<file path="config.mk">
export PLATFORM = sky130hd
export DESIGN_NAME = rmcs_top
export DESIGN_NICKNAME = d
export VERILOG_FILES = /design/src/rtl/rmcs_pkg.sv /design/src/rtl/rmcs_fifo.sv /design/src/rtl/rmcs_top.sv
export VERILOG_INCLUDE_DIRS = /design/src /design/src/rtl
export SDC_FILE = /design/constraint.sdc
export NUM_CORES = 1
export LEC_CHECK = 0
export BUFFER_PORTS_ARGS = -buffer_cell sky130_fd_sc_hd__clkbuf_2
export CAP_MARGIN = 10
export CELL_PAD_IN_SITES_DETAIL_PLACEMENT = 1
export CELL_PAD_IN_SITES_GLOBAL_PLACEMENT = 1
export CORE_MARGIN = 4
export CORE_UTILIZATION = 45
export DETAILED_ROUTE_END_ITERATION = 8
export PLACE_DENSITY_LB_ADDON = 0.2
export SLEW_MARGIN = 10
export SYNTH_ARGS = -nofsm -noshare
export SYNTH_HDL_FRONTEND = slang
export SYNTH_HIERARCHICAL = 1
export SYNTH_SLANG_ARGS = --single-unit
</file>
<file path="constraint.sdc">
create_clock -name clock_i -period 5.17 [get_ports clock_i]
set_input_delay 0.7755 -clock clock_i [delete_from_list [all_inputs] [get_ports clock_i]]
set_output_delay 0.7755 -clock clock_i [all_outputs]
set_load 0.03 [all_outputs]
</file>
<file path="src/rtl/rmcs_defs.svh">
// offsets, codes, reset values and timing figures of the modem transmit sequencer
`ifndef RMCS_DEFS_SVH
`define RMCS_DEFS_SVH

// serial command and prompt characters
`define RMCS_CMD_TX_BYTE 8'h24
`define RMCS_PROMPT_BYTE 8'h3A

// system clock rate
`define RMCS_CLK_MHZ 250

// times in microseconds, as printed; the timeout unit in nanoseconds, the ack burst in milliseconds
`define RMCS_DELAY_UNIT_US 1000
`define RMCS_SETTLE_BIT_US 620
`define RMCS_TAIL_UNIT_US 1000
`define RMCS_TIMEOUT_UNIT_NS 410000
`define RMCS_ACK_UNIT_US 1000
`define RMCS_ACK_BURST_MS 8'h14

// power-on values of the timing settings
`define RMCS_DEF_DELAY 8'h05
`define RMCS_DEF_SETTLE 8'h11
`define RMCS_DEF_TAIL 8'h05
`define RMCS_DEF_TIMEOUT 8'h30
`define RMCS_DEF_TRIES 8'h03

// setting select codes, also the nonvolatile address
`define RMCS_SEL_DELAY 3'h0
`define RMCS_SEL_SETTLE 3'h1
`define RMCS_SEL_TAIL 3'h2
`define RMCS_SEL_TIMEOUT 3'h3
`define RMCS_SEL_TRIES 3'h4

`endif

</file>
<file path="src/rtl/rmcs_pkg.sv">
// types of the modem transmit sequencer
package rmcs_pkg;
  typedef enum logic [3:0] {
    ST_IDLE,
    ST_CMD_LEN,
    ST_CMD_PROMPT,
    ST_CMD_DATA,
    ST_DELAY,
    ST_PREAMBLE,
    ST_SEND,
    ST_ACK_WAIT,
    ST_HOLD,
    ST_ACK_BURST
  } rmcs_state_type;
endpackage : rmcs_pkg

</file>
<file path="src/rtl/rmcs_fifo.sv">
// byte fifo with registered full and empty, plus mark and rewind for resends
`timescale 1ns/1ns
module rmcs_fifo #(
  parameter int WIDTH = 8,
  parameter int DEPTH = 4
) (
  input wire logic clock_i,
  input wire logic reset_n_i,
  input wire logic ce_i,
  input wire logic in_valid_i,
  input wire logic [WIDTH-1:0] in_data_i,
  output logic in_ready_o,
  output logic out_valid_o,
  output logic [WIDTH-1:0] out_data_o,
  input wire logic out_ready_i,
  input wire logic mark_i,
  input wire logic rewind_i
);
  // depth must be a power of two; pointers carry one wrap bit
  localparam int AW = $clog2(DEPTH);
  logic [WIDTH-1:0] mem [DEPTH];
  logic [AW:0] wr_ptr;
  logic [AW:0] rd_ptr;
  logic [AW:0] mark_ptr;
  logic full;
  logic empty;
  wire logic do_push = ce_i && in_valid_i && !full;
  wire logic do_pop = ce_i && out_ready_i && !empty && !rewind_i;
  wire logic [AW:0] next_wr = do_push ? wr_ptr + 1'b1 : wr_ptr;
  wire logic [AW:0] next_rd = (ce_i && rewind_i) ? mark_ptr : (do_pop ? rd_ptr + 1'b1 : rd_ptr);
  wire logic [AW:0] next_fill = next_wr - next_rd;

  assign in_ready_o = !full;
  assign out_valid_o = !empty;
  assign out_data_o = mem[rd_ptr[AW-1:0]];

  // flags are registered so the host ready comes straight from a flop
  always_ff @(posedge clock_i or negedge reset_n_i) begin
    if (!reset_n_i) begin
      wr_ptr <= '0;
      rd_ptr <= '0;
      mark_ptr <= '0;
      full <= 1'b0;
      empty <= 1'b1;
    end else if (ce_i) begin
      wr_ptr <= next_wr;
      rd_ptr <= next_rd;
      if (mark_i) mark_ptr <= rd_ptr;
      full <= (next_fill == (AW+1)'(DEPTH));
      empty <= (next_fill == '0);
    end
  end

  // storage needs no reset
  always_ff @(posedge clock_i) begin
    if (do_push) mem[wr_ptr[AW-1:0]] <= in_data_i;
  end
endmodule : rmcs_fifo

</file>
<file path="src/rtl/rmcs_top.sv">
// command-mode transmit and radio timing sequencer of the half-duplex modem
//
// Summary of operation
// a command transmit is the dollar byte then one hex length character
// payload is length code plus one bytes, 1 to 16, all collected
// a colon prompt goes back to the host right after the length
// after the last data byte the radio keys up and sends the packet
// a command transmit ends back in setup mode, never transparent
// start delay runs from first byte into an empty buffer
// defaults give 5 ms start delay and about 10 ms preamble
// after key-up the preamble runs before any packet data
// the packet is closed before preamble; later bytes wait
// transmitter stays on for hold-off; no new send until it ends
// streaming at 4800 baud loses nothing; back-pressure holds the host
// in acknowledge mode a received packet answers with a 20 ms burst
// timing settings are two hex digits, stored to nonvolatile at once
// preamble length is bit count times 620 microseconds
// resend timeout is setting times 0.41 milliseconds
// without acknowledge in time, resend up to the allowed attempts
// a non-hex length character abandons the command, nothing sent
`timescale 1ns/1ns
`include "rmcs_defs.svh"
module rmcs_top #(
  parameter int IN_DEPTH = 4,
  parameter int PKT_DEPTH = 16,
  parameter int DELAY_UNIT_CYCLES = `RMCS_DELAY_UNIT_US * `RMCS_CLK_MHZ,
  parameter int SETTLE_BIT_CYCLES = `RMCS_SETTLE_BIT_US * `RMCS_CLK_MHZ,
  parameter int TAIL_UNIT_CYCLES = `RMCS_TAIL_UNIT_US * `RMCS_CLK_MHZ,
  parameter int TIMEOUT_UNIT_CYCLES = (`RMCS_TIMEOUT_UNIT_NS * `RMCS_CLK_MHZ) / 1000,
  parameter int ACK_UNIT_CYCLES = `RMCS_ACK_UNIT_US * `RMCS_CLK_MHZ
) (
  input wire logic clock_i,
  input wire logic reset_n_i,
  input wire logic ce_i,
  input wire logic cmd_mode_i,
  input wire logic ack_mode_i,
  input wire logic host_rx_valid_i,
  input wire logic [7:0] host_rx_data_i,
  output logic host_rx_ready_o,
  output logic host_tx_valid_o,
  output logic [7:0] host_tx_data_o,
  input wire logic host_tx_ready_i,
  output logic radio_key_o,
  output logic settle_o,
  output logic ack_burst_o,
  output logic radio_tx_valid_o,
  output logic [7:0] radio_tx_data_o,
  input wire logic radio_tx_ready_i,
  input wire logic radio_rx_packet_i,
  input wire logic radio_rx_ack_i,
  input wire logic param_wr_i,
  input wire logic [2:0] param_sel_i,
  input wire logic [7:0] param_data_i,
  output logic nvm_wr_o,
  output logic [2:0] nvm_addr_o,
  output logic [7:0] nvm_data_o,
  output logic setup_mode_o
);
  import rmcs_pkg::*;

  rmcs_state_type state;
  rmcs_state_type next_state;
  logic [7:0] delay_val;
  logic [7:0] settle_bit_count;
  logic [7:0] tail_hold_time;
  logic [7:0] timeout_val;
  logic [7:0] tries_val;
  logic [3:0] cmd_len;
  logic [4:0] data_cnt;
  logic [7:0] attempt;
  logic is_cmd;
  logic [31:0] tick;
  logic [31:0] unit_len;
  logic [7:0] steps;
  logic [7:0] next_steps;
  logic [31:0] next_unit;
  logic in_valid;
  logic [7:0] in_data;
  logic pkt_ready;
  logic pkt_valid;
  logic [7:0] pkt_data;

  // hex digit decode of the length character
  wire logic is_digit = (in_data >= 8'h30) && (in_data <= 8'h39);
  wire logic is_upper = (in_data >= 8'h41) && (in_data <= 8'h46);
  wire logic is_lower = (in_data >= 8'h61) && (in_data <= 8'h66);
  wire logic is_hex = is_digit || is_upper || is_lower;
  wire logic [7:0] hex_adj = is_digit ? 8'h30 : (is_upper ? 8'h37 : 8'h57);
  wire logic [7:0] hex_diff = in_data - hex_adj;
  wire logic [3:0] hex_val = hex_diff[3:0];

  // fifo steering between host, packet buffer and radio
  wire logic st_idle_tp = (state == ST_IDLE) && !setup_mode_o;
  wire logic ack_pending = ack_mode_i && radio_rx_packet_i;
  wire logic fill_state = (st_idle_tp && !ack_pending) || (state == ST_DELAY) || (state == ST_CMD_DATA);
  wire logic xfer = ce_i && fill_state && in_valid && pkt_ready;
  wire logic drop_pop = ce_i && in_valid && (((state == ST_IDLE) && setup_mode_o && !ack_pending)
                                             || (state == ST_CMD_LEN));
  wire logic in_pop = xfer || drop_pop;
  wire logic radio_take = ce_i && (state == ST_SEND) && pkt_valid && (!radio_tx_valid_o || radio_tx_ready_i);
  wire logic send_done = (state == ST_SEND) && !pkt_valid && !radio_tx_valid_o;
  wire logic timer_done = (steps == 8'h00);
  // greater-or-equal so a one-cycle unit still wraps on every edge
  wire logic tick_wrap = (tick >= unit_len - 32'h1);
  wire logic timer_load = ce_i && (next_state != state);
  wire logic first_key = (next_state == ST_PREAMBLE) && ((state == ST_DELAY) || (state == ST_CMD_DATA));
  wire logic can_resend = attempt < tries_val;
  wire logic pkt_rewind = (state == ST_ACK_WAIT) && timer_done && !radio_rx_ack_i && can_resend;
  wire logic key_next = (next_state == ST_PREAMBLE) || (next_state == ST_SEND)
                        || (next_state == ST_HOLD) || (next_state == ST_ACK_BURST);

  // host bytes land here; a full fifo drops ready so 4800 baud streams stall, not overflow
  rmcs_fifo #(.WIDTH(8), .DEPTH(IN_DEPTH)) u_in_fifo (
    .clock_i(clock_i),
    .reset_n_i(reset_n_i),
    .ce_i(ce_i),
    .in_valid_i(host_rx_valid_i),
    .in_data_i(host_rx_data_i),
    .in_ready_o(host_rx_ready_o),
    .out_valid_o(in_valid),
    .out_data_o(in_data),
    .out_ready_i(in_pop),
    .mark_i(1'b0),
    .rewind_i(1'b0)
  );

  // packet buffer; mark at first key-up so a resend replays the same bytes
  rmcs_fifo #(.WIDTH(8), .DEPTH(PKT_DEPTH)) u_pkt_fifo (
    .clock_i(clock_i),
    .reset_n_i(reset_n_i),
    .ce_i(ce_i),
    .in_valid_i(xfer),
    .in_data_i(in_data),
    .in_ready_o(pkt_ready),
    .out_valid_o(pkt_valid),
    .out_data_o(pkt_data),
    .out_ready_i(radio_take),
    .mark_i(first_key),
    .rewind_i(pkt_rewind)
  );

  // sequencer next state
  always_comb begin
    next_state = state;
    case (state)
      ST_IDLE: begin
        if (ack_pending) next_state = ST_ACK_BURST;
        else if (setup_mode_o && in_valid && (in_data == `RMCS_CMD_TX_BYTE)) next_state = ST_CMD_LEN;
        else if (!setup_mode_o && in_valid) next_state = ST_DELAY;
      end
      ST_CMD_LEN: begin
        if (in_valid && is_hex) next_state = ST_CMD_PROMPT;
        else if (in_valid) next_state = ST_IDLE;
      end
      ST_CMD_PROMPT: if (host_tx_ready_i) next_state = ST_CMD_DATA;
      ST_CMD_DATA: if (xfer && (data_cnt == {1'b0, cmd_len})) next_state = ST_PREAMBLE;
      ST_DELAY: if (timer_done) next_state = ST_PREAMBLE;
      ST_PREAMBLE: if (timer_done) next_state = ST_SEND;
      ST_SEND: if (send_done) next_state = ack_mode_i ? ST_ACK_WAIT : ST_HOLD;
      ST_ACK_WAIT: begin
        if (radio_rx_ack_i) next_state = ST_HOLD;
        else if (timer_done) next_state = can_resend ? ST_PREAMBLE : ST_HOLD;
      end
      ST_HOLD: if (timer_done) next_state = ST_IDLE;
      ST_ACK_BURST: if (timer_done) next_state = ST_IDLE;
      default: next_state = ST_IDLE;
    endcase
  end

  // length and unit of the phase being entered
  always_comb begin
    next_steps = 8'h00;
    next_unit = 32'h1;
    case (next_state)
      ST_DELAY: begin
        next_steps = delay_val;
        next_unit = 32'(DELAY_UNIT_CYCLES);
      end
      ST_PREAMBLE: begin
        next_steps = settle_bit_count;
        next_unit = 32'(SETTLE_BIT_CYCLES);
      end
      ST_HOLD: begin
        next_steps = tail_hold_time;
        next_unit = 32'(TAIL_UNIT_CYCLES);
      end
      ST_ACK_WAIT: begin
        next_steps = timeout_val;
        next_unit = 32'(TIMEOUT_UNIT_CYCLES);
      end
      ST_ACK_BURST: begin
        next_steps = `RMCS_ACK_BURST_MS;
        next_unit = 32'(ACK_UNIT_CYCLES);
      end
      default: begin
        next_steps = 8'h00;
        next_unit = 32'h1;
      end
    endcase
  end

  // two-level timer keeps the counter at 32 bits for 255 long units
  always_ff @(posedge clock_i or negedge reset_n_i) begin
    if (!reset_n_i) begin
      tick <= 32'h0;
      steps <= 8'h00;
      unit_len <= 32'h1;
    end else if (timer_load) begin
      tick <= 32'h1; // load edge is the first cycle of the phase, so it lasts steps * unit exactly
      steps <= next_steps;
      unit_len <= next_unit;
    end else if (ce_i && !timer_done) begin
      tick <= tick_wrap ? 32'h0 : tick + 32'h1;
      if (tick_wrap) steps <= steps - 8'h01;
    end
  end

  // state, command bookkeeping and attempt count
  always_ff @(posedge clock_i or negedge reset_n_i) begin
    if (!reset_n_i) begin
      state <= ST_IDLE;
      cmd_len <= 4'h0;
      data_cnt <= 5'h00;
      is_cmd <= 1'b0;
      attempt <= 8'h00;
    end else if (ce_i) begin
      state <= next_state;
      if ((state == ST_CMD_LEN) && in_valid && is_hex) cmd_len <= hex_val;
      if (next_state == ST_CMD_PROMPT) data_cnt <= 5'h00;
      else if (xfer && (state == ST_CMD_DATA)) data_cnt <= data_cnt + 5'h01;
      if (next_state == ST_CMD_LEN) is_cmd <= 1'b1;
      else if ((state == ST_IDLE) && (next_state == ST_DELAY)) is_cmd <= 1'b0;
      if (first_key) attempt <= 8'h01;
      else if (pkt_rewind) attempt <= attempt + 8'h01;
    end
  end

  // registered radio and host strobes
  always_ff @(posedge clock_i or negedge reset_n_i) begin
    if (!reset_n_i) begin
      radio_key_o <= 1'b0;
      settle_o <= 1'b0;
      ack_burst_o <= 1'b0;
      host_tx_valid_o <= 1'b0;
      host_tx_data_o <= 8'h00;
    end else if (ce_i) begin
      radio_key_o <= key_next;
      settle_o <= (next_state == ST_PREAMBLE);
      ack_burst_o <= (next_state == ST_ACK_BURST);
      host_tx_valid_o <= (next_state == ST_CMD_PROMPT);
      host_tx_data_o <= (next_state == ST_CMD_PROMPT) ? `RMCS_PROMPT_BYTE : 8'h00;
    end
  end

  // radio byte register; holds until the transceiver takes it
  always_ff @(posedge clock_i or negedge reset_n_i) begin
    if (!reset_n_i) begin
      radio_tx_valid_o <= 1'b0;
      radio_tx_data_o <= 8'h00;
    end else if (ce_i) begin
      if (radio_take) begin
        radio_tx_valid_o <= 1'b1;
        radio_tx_data_o <= pkt_data;
      end else if (radio_tx_ready_i) begin
        radio_tx_valid_o <= 1'b0;
      end
    end
  end

  // mode follows the input only while idle; a command send lands back in setup
  always_ff @(posedge clock_i or negedge reset_n_i) begin
    if (!reset_n_i) begin
      setup_mode_o <= 1'b0;
    end else if (ce_i) begin
      if ((state == ST_HOLD) && timer_done && is_cmd) setup_mode_o <= 1'b1;
      else if (state == ST_IDLE) setup_mode_o <= cmd_mode_i;
    end
  end

  // timing settings apply at once and are copied to nonvolatile storage
  always_ff @(posedge clock_i or negedge reset_n_i) begin
    if (!reset_n_i) begin
      delay_val <= `RMCS_DEF_DELAY;
      settle_bit_count <= `RMCS_DEF_SETTLE;
      tail_hold_time <= `RMCS_DEF_TAIL;
      timeout_val <= `RMCS_DEF_TIMEOUT;
      tries_val <= `RMCS_DEF_TRIES;
      nvm_wr_o <= 1'b0;
      nvm_addr_o <= 3'h0;
      nvm_data_o <= 8'h00;
    end else if (ce_i) begin
      nvm_wr_o <= param_wr_i;
      if (param_wr_i) begin
        nvm_addr_o <= param_sel_i;
        nvm_data_o <= param_data_i;
        if (param_sel_i == `RMCS_SEL_DELAY) delay_val <= param_data_i;
        if (param_sel_i == `RMCS_SEL_SETTLE) settle_bit_count <= param_data_i;
        if (param_sel_i == `RMCS_SEL_TAIL) tail_hold_time <= param_data_i;
        if (param_sel_i == `RMCS_SEL_TIMEOUT) timeout_val <= param_data_i;
        if (param_sel_i == `RMCS_SEL_TRIES) tries_val <= param_data_i;
      end
    end
  end
endmodule : rmcs_top

</file>
==> impl_metrics.tcl <==
set metrics [dict create \
    route.detailed.drc 0 \
    ir_drop_mv 0.364 \
    drt_iter0_drc 619 \
    port_buffers 60 \
    fin_area_sq_mm 0.0181 \
    ys_warn_count 6 \
    cts_tree "done" \
    fin_nets 1443 \
    pre_cts_ws_ps 237 \
    grt_overflow 0 \
    grt_pass1_wl_um 66000 \
    cp-end-kind "flop" \
    drt_pass1_iterations 5 \
    path_clk_slew_ps 60 \
    powerDensity_mw_per_mm2 527 \
    synth_common_cells "edfxtp_1, dfrtp_1, nand2_1" \
    r2r-start "unit_len[2]" \
    antenna_found_initial 0 \
    slowest_stage "or2_1" \
    synth_area_sq_mm 0.0163 \
    synth_top_cell_area_share_pct 29.5 \
    cts_hold_buffers 0 \
    dieArea_sq_mm 0.0393 \
    area_growth_syn_to_layout_pct 11.3 \
    num_io_pins 65 \
    die_h_um 198 \
    critPathMaxStageDelay_ps 570 \
    relSlewSlack_pct 17.1 \
    num_rows 69 \
    drtAntennaViolNets 0 \
    synth_edf_count 160 \
    fillers 3644 \
    fmax_ghz 0.209 \
    drive_gt1_share_pct 21.5 \
    drv_slew 0 \
    cts_buffers 36 \
    outcome "finished clean" \
    core_area_sq_mm 0.0357 \
    yosysMostFrequentCell "edfxtp_1" \
    htree_levels 2 \
    p_total_w 0.00956 \
    period_needed_ps 4790 \
    vias 10800 \
    leakagePower_nw 7.24 \
    postSynthCellCount 1284 \
    synth_top_area_cell "edfxtp_1" \
    die_x_um 198 \
    cp_cell_sequence "inv_1 > ha_1 > nand2_1 > or2_2 > nor3_2 > xnor2_1 > ha_1 > a2111oi_0 > o21ai_0 > a21oi_1 > a32oi_1 > a211oi_1 > buf_4 > o31ai_4 > or2_1 > nor4_1 > mux2_2" \
    initial_core_util_pct 45.7 \
    hold_viol_final 0 \
    grt_max_degree 98 \
    synth_area_per_cell_sq_um 12.7 \
    whs_ps 368 \
    largest_reg_flops 128 \
    ys_seq_elements 324 \
    fin_worst_skew_ps 26.0 \
    post-route-period-util_pct 92.6 \
    globalplace.congestion 0.822 \
    setup_ws_ps 384 \
    yosysSeqAreaShare_pct 54.8 \
    wl_per_cell_um 22.1 \
    place_area_sq_mm 0.0170 \
    critPathMostFrequentCell "ha_1" \
    dp_hpwl_um 27400 \
    r2r_cells 17 \
    dp_cells 1772 \
    worst-r2r-setup-slack_ps 380 \
    cts.sink_count 324 \
    ys_types 102 \
    hold_path_class "in -> async" \
    max_cap_violations 0 \
    instances_no_fill 1837 \
    critPathLaunchType "flop" \
    synthTopCellsByArea "edfxtp_1, dfrtp_1, mux4_2, mux2_2, ha_1" \
    synth_async_sr_flop_share_pct 50.6 \
    cp_max_fo 20 \
    cts_buffer_depth 3 \
    clk_latency_ps 540 \
    grt_usage_pct 21.3 \
    antennaDiodeCount 0 \
    drt-total-wl_um 40600 \
    root_buffer "clkbuf_16" \
    tightestPinTransition_ps 1240 \
    cp.required_ps 5630 \
    crit_arrival_ps 5250 \
    critical_path_class "reg -> reg" \
    setup_violations 0 \
    r2r_end "tick[23]" \
    vias_per_cell 5.86 \
    ys.flop_type "edfxtp_1" \
    first_global_vias 11600 \
]
[kinds of logic after synthesis]
group,after synthesis,share of synthesized area [%]
fa+ha+maj,64,4.96
flops,324,54.8
compound gates,245,10.4
buf+inv,115,3.56
xor+xnor,34,2.12
simple gates,368,12.3
other cells,1,0.0230
mux,133,11.8
[worst max-delay path, delay by kind of cell (launching register included)]
kind | cells | cell delay, ps
xor+xnor | 1 | 180
mux | 1 | 210
buf+inv | 2 | 320
fa+ha+maj | 2 | 470
flops | 1 | 390
compound gates | 6 | 1450
simple gates | 5 | 1690
[cell type report]
cell class              instances  area [sq um]  area share [%]
multi-input cells             856          6850            37.8
clock inverters                10           109           0.600
well taps                     461           577            3.18
inverters                      49           184            1.01
flip-flops and latches        324          8930            49.2
repair buffers                 82           472            2.60
clock buffers                  55          1010            5.59
[routing by layer]
| layer | track usage (%) | up-vias | part of all wire (%) |
|---|---|---|---|
| li1 | - | 4941 | - |
| met1 | 30.1 | 5564 | 46 |
| met2 | 34.7 | 192 | 48 |
| met3 | 3.23 | 59 | 4.0 |
| met4 | 5.53 | 0 | 2.1 |
| met5 | 0 | - | 0 |
[per-stage QoR]
step                setup TNS (ps)  util (%)
detailed placement               0      47.7
CTS                              0      50.8
finish                           0      50.9
global route                 -12.4      50.9
floorplan                        0         -
global placement                 0      47.7
[what timing repair did]
action,CTS,global route
setup endpoints to repair,0,20
resized for setup,0,1
buffers inserted,0,0
[power by group]
group	leakage (nW)	internal, W	switching (W)
sequential	3.52	0.00323	0.000421
clock	0.536	0.00141	0.00103
combinational	3.18	0.00142	0.00205
[how the worst max path moves through the flow]
stage | slack, ps | depth (start not counted) | startpoint | endpoint
after floorplan | 630 | 16 | unit_len[11] | steps[3]
after global placement | 500 | 17 | unit_len[14] | tick[23]
after detailed placement | 240 | 17 | unit_len[14] | tick[23]
after CTS | 190 | 17 | unit_len[14] | tick[23]
after global routing | -10 | 17 | unit_len[14] | tick[23]
final | 380 | 17 | unit_len[2] | tick[23]
[layout by cell type (no fill, tap or decap), types with 22 or more instances in the layout]
cell type	instances
buf_4	22
nand3_1	25
and3_1	23
clkbuf_16	37
nor2b_1	32
a21oi_1	46
nand2_1	79
dfrtp_1	150
ha_1	63
clkbuf_2	59
nor2_1	73
nor3_1	22
inv_1	49
mux4_2	40
edfxtp_1	160
o21ai_0	63
mux2_2	73
Power figures use the tool's default switching activity.
